--- src/rtl/cmb_cfg.svh ---
// Address map, field positions and reset values of the CAN message buffering block.
`ifndef CMB_CFG_SVH
`define CMB_CFG_SVH
`define CMB_OFS_CTRL    8'h00
`define CMB_OFS_RXFLAG  8'h04
`define CMB_OFS_TXEMPTY 8'h08
`define CMB_OFS_ABORT   8'h0C
`define CMB_OFS_LOCAL_PRIORITY    8'h10
`define CMB_OFS_TXERR   8'h14
`define CMB_OFS_IDAC    8'h18
`define CMB_OFS_IDMR    8'h1C
`define CMB_OFS_FG0     8'h20
`define CMB_OFS_FG1     8'h24
`define CMB_OFS_FG2     8'h28
`define CMB_OFS_FG3     8'h2C
`define CMB_CTRL_INIT_REQUEST 0
`define CMB_CTRL_SLEEP_REQUEST  1
`define CMB_CTRL_INIT_ACKNOWLEDGE 2
`define CMB_CTRL_SLEEP_ACKNOWLEDGE  3
`define CMB_CTRL_TSEN   4
`define CMB_CTRL_RXIE   5
`define CMB_CTRL_TXIE   8
`define CMB_RXF_BIT     0
`define CMB_OVR_BIT     1
`define CMB_ABAK_POS    8
`define CMB_IDE_BIT     3
`define CMB_TXE_RST     3'h7
`define CMB_MSG_BYTES   4'hF
`define CMB_STAMP_HI    13
`define CMB_STAMP_LO    14
`define CMB_FIFO_LAST   3'h4
`endif

--- src/rtl/cmb_pkg.sv ---
// Types shared by the CAN message buffering block.
package cmb_pkg;
   typedef logic [7:0]         cmb_byte_t;
   typedef cmb_byte_t [14:0]   cmb_msg_t;
   typedef cmb_byte_t [3:0]    cmb_id4_t;
   typedef cmb_byte_t [2:0]    cmb_local_priority_t;
endpackage

--- src/rtl/cmb_fifo_if.sv ---
// Carrier between the buffering core and its receive FIFO.
`timescale 1ns/1ps
`default_nettype none
interface cmb_fifo_if;
   import cmb_pkg::*;
   logic     push;
   logic     pop;
   cmb_msg_t wdata;
   cmb_msg_t rdata;
   logic     full;
   logic     empty;
   modport ctl (output push, output pop, output wdata, input rdata, input full, input empty);
   modport mem (input push, input pop, input wdata, output rdata, output full, output empty);
endinterface
`default_nettype wire

--- src/rtl/cmb_rx_fifo.sv ---
// Five-stage receive FIFO whose head is the foreground buffer.
`timescale 1ns/1ps
`default_nettype none
`include "cmb_cfg.svh"
module cmb_rx_fifo (
   input wire logic SYS_CLK,
   input wire logic RST_N,
   cmb_fifo_if.mem  f
);
   import cmb_pkg::*;
   typedef struct packed {
      cmb_msg_t [4:0] mem;
      logic [2:0]     wp;
      logic [2:0]     rp;
      logic [2:0]     cnt;
   } cmb_fifo_s;
   cmb_fifo_s r_reg;
   cmb_fifo_s r_next;

   function automatic logic [2:0] cmb_inc(input logic [2:0] p);
      cmb_inc = (p == `CMB_FIFO_LAST) ? 3'h0 : p + 3'h1;
   endfunction

   assign f.full  = (r_reg.cnt == `CMB_FIFO_LAST + 3'h1);
   assign f.empty = (r_reg.cnt == 3'h0);
   assign f.rdata = r_reg.mem[r_reg.rp];

   always_comb begin
      r_next = r_reg;
      if (f.push && !f.full) begin
         r_next.mem[r_reg.wp] = f.wdata;
         r_next.wp = cmb_inc(r_reg.wp);
      end
      if (f.pop && !f.empty) begin
         r_next.rp = cmb_inc(r_reg.rp);
      end
      r_next.cnt = r_reg.cnt + 3'((f.push && !f.full) ? 1 : 0) - 3'((f.pop && !f.empty) ? 1 : 0);
   end

   always_ff @(posedge SYS_CLK) begin
      if (!RST_N) begin
         r_reg <= '0;
      end else begin
         r_reg <= r_next;
      end
   end
endmodule
`default_nettype wire

--- src/rtl/cmb_top.sv ---
// CAN message buffering: transmit scheduling, abort, receive filter and FIFO, AHB-Lite registers.
`timescale 1ns/1ps
`default_nettype none
`include "cmb_cfg.svh"
module cmb_top (
   input  wire logic         SYS_CLK,
   input  wire logic         RST_N,
   input  wire logic         HSEL,
   input  wire logic [31:0]  HADDR,
   input  wire logic [1:0]   HTRANS,
   input  wire logic         HWRITE,
   input  wire logic [2:0]   HSIZE,
   input  wire logic [31:0]  HWDATA,
   input  wire logic         HREADY,
   output logic              HREADYOUT,
   output logic [31:0]       HRDATA,
   output logic              HRESP,
   input  wire logic         RX_SOF,
   input  wire logic         RX_BYTE_VALID,
   input  wire cmb_pkg::cmb_byte_t RX_BYTE,
   input  wire logic         RX_EOM,
   input  wire logic [7:0]   TX_ERR_COUNT,
   input  wire logic         TX_ARB,
   input  wire logic         TX_DONE,
   input  wire logic         TX_ERR,
   output logic              TX_REQ,
   output logic              TX_ACTIVE,
   output logic [1:0]        TX_SEL,
   output logic              TX_IRQ,
   output logic              RX_IRQ
);
   import cmb_pkg::*;

   typedef struct packed {
      logic        init_rq;
      logic        init_ak;
      logic        slp_rq;
      logic        slp_ak;
      logic        ts_en;
      logic        rxie;
      logic [2:0]  txie;
      logic        receiver_full_flag;
      logic        ovr;
      logic [2:0]  tx_buffer_empty;
      logic [2:0]  abrq;
      logic [2:0]  abak;
      cmb_local_priority_t   local_priority;
      logic        in_tx;
      logic [1:0]  sel;
      cmb_id4_t    code;
      cmb_id4_t    mask;
      cmb_msg_t    bg;
      logic [3:0]  bidx;
      logic        mm01;
      logic        mm23;
      logic [15:0] stamp;
      logic [7:0]  tec_rd;
      logic [31:0] hrdata;
      logic        dp_wr;
      logic [7:0]  dp_addr;
   } cmb_state_s;

   cmb_state_s    r_reg;
   cmb_state_s    r_next;
   cmb_fifo_if    fif ();
   logic          in_init;
   logic          mode_ok;
   logic [2:0]    pend;
   logic [1:0]    pick;
   logic          accepted;
   logic          push;
   logic          pop;
   cmb_msg_t      stamped;

   cmb_rx_fifo cmb_rx_fifo_i (
      .SYS_CLK (SYS_CLK),
      .RST_N   (RST_N),
      .f       (fif.mem)
   );

   // A set bit in the mask makes that identifier bit a don't-care.
   function automatic logic cmb_miss(input cmb_byte_t b, input cmb_byte_t c, input cmb_byte_t m);
      cmb_miss = |((b ^ c) & ~m);
   endfunction

   // Lowest value wins; strict compare keeps the lower index on a tie.
   function automatic logic [1:0] cmb_pick(input logic [2:0] p, input cmb_local_priority_t pr);
      logic [1:0] best;
      logic       found;
      best  = 2'h0;
      found = 1'b0;
      for (int i = 0; i < 3; i++) begin
         if (p[i] && (!found || pr[i] < pr[best])) begin
            best  = 2'(i);
            found = 1'b1;
         end
      end
      cmb_pick = best;
   endfunction

   function automatic logic [31:0] cmb_fg_word(input cmb_msg_t m, input logic [1:0] w);
      logic [31:0] v;
      v = 32'h0;
      for (int k = 0; k < 4; k++) begin
         if (4 * w + k < int'(`CMB_MSG_BYTES)) begin
            v[8 * k +: 8] = m[4 * w + k];
         end
      end
      cmb_fg_word = v;
   endfunction

   function automatic logic [31:0] cmb_read(input logic [7:0] a, input cmb_state_s s, input cmb_msg_t fg);
      logic [31:0] v;
      v = 32'h0;
      case (a)
         `CMB_OFS_CTRL: begin
            v[`CMB_CTRL_INIT_REQUEST] = s.init_rq;
            v[`CMB_CTRL_SLEEP_REQUEST]  = s.slp_rq;
            v[`CMB_CTRL_INIT_ACKNOWLEDGE] = s.init_ak;
            v[`CMB_CTRL_SLEEP_ACKNOWLEDGE]  = s.slp_ak;
            v[`CMB_CTRL_TSEN]   = s.ts_en;
            v[`CMB_CTRL_RXIE]   = s.rxie;
            v[`CMB_CTRL_TXIE +: 3] = s.txie;
         end
         `CMB_OFS_RXFLAG: begin
            v[`CMB_RXF_BIT] = s.receiver_full_flag;
            v[`CMB_OVR_BIT] = s.ovr;
         end
         `CMB_OFS_TXEMPTY: v[2:0] = s.tx_buffer_empty;
         `CMB_OFS_ABORT: begin
            v[2:0] = s.abrq;
            v[`CMB_ABAK_POS +: 3] = s.abak;
         end
         `CMB_OFS_LOCAL_PRIORITY:  v[23:0] = s.local_priority;
         `CMB_OFS_TXERR: v[7:0] = s.tec_rd;
         `CMB_OFS_IDAC:  v = s.code;
         `CMB_OFS_IDMR:  v = s.mask;
         `CMB_OFS_FG0:   v = cmb_fg_word(fg, 2'h0);
         `CMB_OFS_FG1:   v = cmb_fg_word(fg, 2'h1);
         `CMB_OFS_FG2:   v = cmb_fg_word(fg, 2'h2);
         `CMB_OFS_FG3:   v = cmb_fg_word(fg, 2'h3);
         default:        v = 32'h0;
      endcase
      cmb_read = v;
   endfunction

   assign in_init  = r_reg.init_rq && r_reg.init_ak;
   assign mode_ok  = in_init || (r_reg.slp_rq && r_reg.slp_ak);
   assign pend     = ~r_reg.tx_buffer_empty & ~r_reg.abrq;
   assign pick     = cmb_pick(pend, r_reg.local_priority);
   assign accepted = !r_reg.mm01 && (!r_reg.bg[1][`CMB_IDE_BIT] || !r_reg.mm23);

   always_comb begin
      stamped = r_reg.bg;
      if (r_reg.ts_en) begin
         stamped[`CMB_STAMP_HI] = r_reg.stamp[15:8];
         stamped[`CMB_STAMP_LO] = r_reg.stamp[7:0];
      end
   end

   assign fif.push  = push;
   assign fif.pop   = pop;
   assign fif.wdata = stamped;

   always_comb begin
      r_next       = r_reg;
      push         = 1'b0;
      pop          = 1'b0;
      r_next.init_ak = r_reg.init_rq;
      r_next.slp_ak  = r_reg.slp_rq;
      r_next.stamp   = r_reg.stamp + 16'h1;
      // Outside sleep or init the readable copy simply holds its last value.
      if (mode_ok) begin
         r_next.tec_rd = TX_ERR_COUNT;
      end

      // Register writes in the data phase.
      if (r_reg.dp_wr) begin
         case (r_reg.dp_addr)
            `CMB_OFS_CTRL: begin
               r_next.init_rq = HWDATA[`CMB_CTRL_INIT_REQUEST];
               r_next.slp_rq  = HWDATA[`CMB_CTRL_SLEEP_REQUEST];
               r_next.ts_en   = HWDATA[`CMB_CTRL_TSEN];
               r_next.rxie    = HWDATA[`CMB_CTRL_RXIE];
               r_next.txie    = HWDATA[`CMB_CTRL_TXIE +: 3];
            end
            `CMB_OFS_RXFLAG: begin
               if (HWDATA[`CMB_RXF_BIT] && r_reg.receiver_full_flag) begin
                  r_next.receiver_full_flag = 1'b0;
                  pop        = 1'b1;
               end
               if (HWDATA[`CMB_OVR_BIT]) begin
                  r_next.ovr = 1'b0;
               end
            end
            `CMB_OFS_TXEMPTY: begin
               r_next.tx_buffer_empty  = r_reg.tx_buffer_empty & ~HWDATA[2:0];
               r_next.abak = r_reg.abak & ~HWDATA[2:0];
            end
            `CMB_OFS_ABORT: r_next.abrq = r_reg.abrq | (HWDATA[2:0] & ~r_reg.tx_buffer_empty);
            `CMB_OFS_LOCAL_PRIORITY:  r_next.local_priority = HWDATA[23:0];
            `CMB_OFS_IDAC: begin
               if (in_init) begin
                  r_next.code = HWDATA;
               end
            end
            `CMB_OFS_IDMR: begin
               if (in_init) begin
                  r_next.mask = HWDATA;
               end
            end
            default: begin
            end
         endcase
      end

      // The receiver flag group is held cleared throughout init mode.
      if (in_init) begin
         r_next.receiver_full_flag = 1'b0;
         r_next.ovr = 1'b0;
      end else if (!r_reg.receiver_full_flag && !fif.empty) begin
         r_next.receiver_full_flag = 1'b1;
      end

      // Receive: the first 15 bytes go to the background buffer, filtered on the fly.
      if (RX_SOF) begin
         r_next.bidx = 4'h0;
         r_next.mm01 = 1'b0;
         r_next.mm23 = 1'b0;
      end else if (RX_BYTE_VALID && r_reg.bidx < `CMB_MSG_BYTES) begin
         r_next.bg[r_reg.bidx] = RX_BYTE;
         r_next.bidx = r_reg.bidx + 4'h1;
         if (r_reg.bidx < 4'h2) begin
            r_next.mm01 = r_reg.mm01 | cmb_miss(RX_BYTE, r_reg.code[r_reg.bidx[1:0]],
                                                r_reg.mask[r_reg.bidx[1:0]]);
         end else if (r_reg.bidx < 4'h4) begin
            r_next.mm23 = r_reg.mm23 | cmb_miss(RX_BYTE, r_reg.code[r_reg.bidx[1:0]],
                                                r_reg.mask[r_reg.bidx[1:0]]);
         end
      end
      if (RX_EOM && accepted && !in_init) begin
         if (fif.full) begin
            r_next.ovr = 1'b1;
         end else begin
            push = 1'b1;
         end
      end

      // Abort grant; the buffer on the wire is never cancelled.
      for (int i = 0; i < 3; i++) begin
         if (r_reg.abrq[i] && !r_reg.tx_buffer_empty[i] && !(r_reg.in_tx && r_reg.sel == 2'(i))) begin
            r_next.abrq[i] = 1'b0;
            r_next.tx_buffer_empty[i]  = 1'b1;
            r_next.abak[i] = 1'b1;
         end
      end

      // Transmit scheduling at each arbitration, also after an error.
      if (TX_ARB && !r_reg.in_tx && |pend) begin
         r_next.sel   = pick;
         r_next.in_tx = 1'b1;
      end
      if (TX_DONE && r_reg.in_tx) begin
         r_next.in_tx = 1'b0;
         r_next.tx_buffer_empty[r_reg.sel]  = 1'b1;
         r_next.abak[r_reg.sel] = 1'b0;
         r_next.abrq[r_reg.sel] = 1'b0;
      end else if (TX_ERR) begin
         r_next.in_tx = 1'b0;
      end

      // Address phase of the AHB-Lite slave.
      r_next.dp_wr = 1'b0;
      if (HSEL && HTRANS[1] && HREADY) begin
         r_next.dp_wr   = HWRITE;
         r_next.dp_addr = HADDR[7:0];
         if (!HWRITE) begin
            r_next.hrdata = cmb_read(HADDR[7:0], r_reg, fif.rdata);
         end
      end
   end

   always_ff @(posedge SYS_CLK) begin
      if (!RST_N) begin
         r_reg     <= '0;
         r_reg.tx_buffer_empty <= `CMB_TXE_RST;
      end else begin
         r_reg <= r_next;
      end
   end

   assign HREADYOUT = 1'b1;
   assign HRESP     = 1'b0;
   assign HRDATA    = r_reg.hrdata;
   assign TX_REQ    = |pend && !r_reg.in_tx;
   assign TX_ACTIVE = r_reg.in_tx;
   assign TX_SEL    = r_reg.sel;
   assign TX_IRQ    = |(r_reg.tx_buffer_empty & r_reg.txie);
   assign RX_IRQ    = r_reg.receiver_full_flag && r_reg.rxie;
endmodule
`default_nettype wire

--- config.mk ---
export PLATFORM = sky130hd
export DESIGN_NAME = cmb_top
export DESIGN_NICKNAME = d
export VERILOG_FILES = /design/src/rtl/cmb_pkg.sv /design/src/rtl/cmb_fifo_if.sv /design/src/rtl/cmb_rx_fifo.sv /design/src/rtl/cmb_top.sv
export VERILOG_INCLUDE_DIRS = /design/src /design/src/rtl
export SDC_FILE = /design/constraint.sdc
export NUM_CORES = 2
export LEC_CHECK = 0
export ABC_AREA = 1
export BUFFER_PORTS_ARGS = -buffer_cell sky130_fd_sc_hd__buf_4
export CORE_UTILIZATION = 62
export DETAILED_ROUTE_END_ITERATION = 6
export PLACE_DENSITY = 0.76
export SETUP_SLACK_MARGIN = 0.5
export SLEW_MARGIN = 30
export SYNTH_ARGS = -nofsm -noshare
export SYNTH_HDL_FRONTEND = slang
export SYNTH_SLANG_ARGS = --single-unit
--- constraint.sdc ---
create_clock -name SYS_CLK -period 3.3 [get_ports SYS_CLK]
set_input_delay 0.66 -clock SYS_CLK [delete_from_list [all_inputs] [get_ports SYS_CLK]]
set_output_delay 0.66 -clock SYS_CLK [all_outputs]
set_load 0.02 [all_outputs]
==> summary.md <==
| Metric | Value |
|---|---|
| Status | `finished with violations` |
| Failing checks | `DRC` |
| Largest net degree at the start of global routing | `around 220` |
| CTS tree | `done` |
| Syn_area_per_cell | `7.350 um^2` |
| Die Wd | `between 200 and 300 um` |
| Setup WS post-layout | `roughly 0.53 ns` |
| Crit path DAT | `between 3 and 4 ns` |
| Highest Clock Rate | `roughly 360 MHz` |
| Total global routing overflow | `0` |
| Detailed Route Iter0 Violations | `~4600` |
| VDD IR-drop max | `about 0.00047 V` |
| Post-synth ARST share | `0` |
| Net count after synthesis | `roughly 5500` |
| Routed len/inst | `20.59 um` |
| 1st-pass router iterations | `7` |
| Clk pin slew, worst setup/hold paths | `around 0.06 ns` |
| Port buffer count | `approximately 110` |
| DRC viols | `5` |
| Global-route wire length before repair | `roughly 190000 um` |
| Seq/Total Area, Yosys | `0.4604` |
| Clock sinks | `about 910` |
| HPWL after DPL | `between 70000 and 80000 um` |
| H-tree Lvls | `3` |
| Max-slew violations | `0` |
| Clock Skews | `~0.024 ns` |
| CTS Root Cell | `clkbuf_16` |
| Site Rows | `92` |
| Via density | `6.003` |
| Core region area | `around 63000 um^2` |
| Final Hold Fails | `0` |
| Synthesized area | `approximately 40000 um^2` |
| Worst-path maximum fanout | `35` |
| Routed via count | `around 37000` |
| Cell with the most instances after synthesis | `o21ai_0` |
| Final Cycle Share | `0.8402` |
| CP required | `between 3 and 4 ns` |
| Worst setup path class | `reg -> reg` |
| Yosys reg bits | `911` |
| Crit-path max cell delay | `0.59 ns` |
| CTS Hold Buffers Added | `0` |
| Final wirelength | `126700 um` |
| Max FFs per register | `609` |
| Placed instance area | `just over 40000 um^2` |
| Starting density of the core | `0.6280` |
| Ys Warns | `0` |
| Synth Instances | `roughly 5400` |
| Area growth syn-to-layout | `11.03%` |
| P_leak | `approximately 16 nW` |
| Clk buf depth | `3` |
| Fin crit period | `2.773 ns` |
| Top cells by area, synth | `dfxtp_1, o21ai_0, a21oi_1` |
| Type of the tightest min-delay check | `in -> reg` |
| Place WS | `approximately 0.27 ns` |
| Share of the synthesized area in the top cell type | `0.4604` |
| Die height | `254.8 um` |
| Max-cap viol count | `0` |
| Detail Route Antenna Nets | `0` |
| CP delay by family, top | `compound AO/OA/AOI/OAI gates` |
| Buf/Inv on CP | `4` |
| Number of flops mapped to enable cells by yosys | `0` |
| Cell area after layout | `between 40000 and 50000 um^2` |
| Layout cells sized above 1 | `0.08121` |
| Commonest cells in the netlist | `o21ai_0, a21oi_1, dfxtp_1` |
| Netlist cell types | `57` |
| Worst skew pair latency | `roughly 0.66 ns` |
| Initial antenna violation count | `0` |
| Main synth FF type | `dfxtp_1` |
| Crit start category | `register` |
| Crit. End Element | `register` |
| RSZ-0062 raised after global routing | `true` |
| Worst-margin pin slew | `between 0.9 and 1 ns` |
| Nets | `between 5000 and 6000` |
| Synth area leader | `dfxtp_1` |
| WHS | `0.1775 ns` |
| Relative slew slack | `0.3697` |
| IO Pins | `around 140` |
| Worst path slowest cell | `o21ai_0` |
| Endpoints failing setup | `0` |
| CP Cell Sequence | `clkinv_2 > nor2_4 > buf_12 > inv_1 > buf_4 > o21ai_0 > nand2_1 > o211ai_1 > o31ai_1 > a21oi_1` |
| DIE AREA | `64910 um^2` |
| Setup TNS | `0 ns` |
| GRT Overall Usage | `0.3814` |
| Vias in the first global route | `between 30000 and 40000` |
| Placer Congestion | `about 0.97` |
| PD cells | `roughly 550 nW/um^2` |
| Clock buffer count from CTS | `around 90` |
routing by layer:
metal	GRT usage	share of wire	wire, um	vias up
met2	0.5765	0.43	54980	1795
met3	0.08359	0.10	13120	410
met5	0	0	0	-
met4	0.2118	0.059	7437	0
li1	-	-	-	17773
met1	0.5053	0.40	51140	16965
power breakdown:
group	total, W	internal, W	switching [W]	leakage (nW)
Combinational	0.00183	0.000574	0.00125	6.96
Sequential	0.0116	0.0114	0.000179	7.38
Clock	0.0107	0.00619	0.00449	1.51
Total	0.0241	0.0182	0.00592	15.9
layout make-up:
| type | count | area, um^2 |
|---|---|---|
| Antenna cell | 1 | 2.502 |
| Clock buffer | 131 | 2629 |
| Clock inverter | 32 | 444.2 |
| Fill cell | 5338 | 19100 |
| Inverter | 721 | 2733 |
| Multi-Input combinational cell | 3292 | 16830 |
| Sequential cell | 911 | 18250 |
| Tap cell | 846 | 1059 |
| Timing Repair Buffer | 220 | 2038 |
cells by family (layout without fill, tap and decap cells):
kind of cell	after synthesis	count (layout)	share of synthesized area
compound gates	2385	2385	0.3179
buf+inv	1187	1104	0.1199
flops	911	911	0.4604
simple gates	871	872	0.09154
fa+ha+maj	26	26	0.008402
xor+xnor	5	5	0.001105
other cells	2	3	0.0001896
mux	2	2	0.0005685
layout by cell type, fill, tap and decap left out, drive strengths merged, types with 13 or more instances in the layout:
cell type | synthesis | routed
a211oi | 77 | 77
dfxtp | 911 | 911
nor3 | 20 | 20
o21ai | 1125 | 1125
nand3 | 144 | 144
a21oi | 1022 | 1022
nand4 | 13 | 13
nand2 | 276 | 277
buf | 169 | 220
clkbuf | 297 | 131
clkinv | 3 | 24
ha | 25 | 25
o211ai | 59 | 59
a32o | 14 | 14
inv | 718 | 720
nor2 | 408 | 408
o22ai | 24 | 24
worst paths after layout:
check / from / endpoint / slack, ns / cells past startpoint
setup reg to reg: cmb_rx_fifo_i.r_reg[5]$_SDFFE_PN0P_ / HRDATA[15]$_SDFFE_PN0P_ / 0.53 / 10
hold / removal: TX_ERR / TX_ACTIVE$_SDFFE_PP0P_ / 0.18 / 2
hold reg to reg: cmb_rx_fifo_i.r_reg[107]$_SDFFE_PN0P_ / cmb_rx_fifo_i.r_reg[107]$_SDFFE_PN0P_ / 0.44 / 2
setup / recovery: cmb_rx_fifo_i.r_reg[5]$_SDFFE_PN0P_ / HRDATA[15]$_SDFFE_PN0P_ / 0.53 / 10
through the flow:
| stage | utilization | instances | power (W) |
|---|---|---|---|
| 5_1_grt | 0.6972 | 6153 | 0.02478 |
| 4_1_cts | 0.6950 | 6149 | 0.02407 |
| 2_1_floorplan | - | 5389 | 0.01300 |
| 3_5_place_dp | 0.6460 | 5986 | 0.01359 |
| 3_3_place_gp | 0.6460 | 5986 | 0.01354 |
| 6_report | 0.6972 | 6154 | 0.02408 |
timing repair:
item,4_1_cts,5_1_grt
setup endpoints to repair,11,47
gates resized for setup,5,28
pin swaps,0,4
gates cloned,0,1
buffers inserted,0,3
No activity file was read; power rests on OpenSTA's default activity.
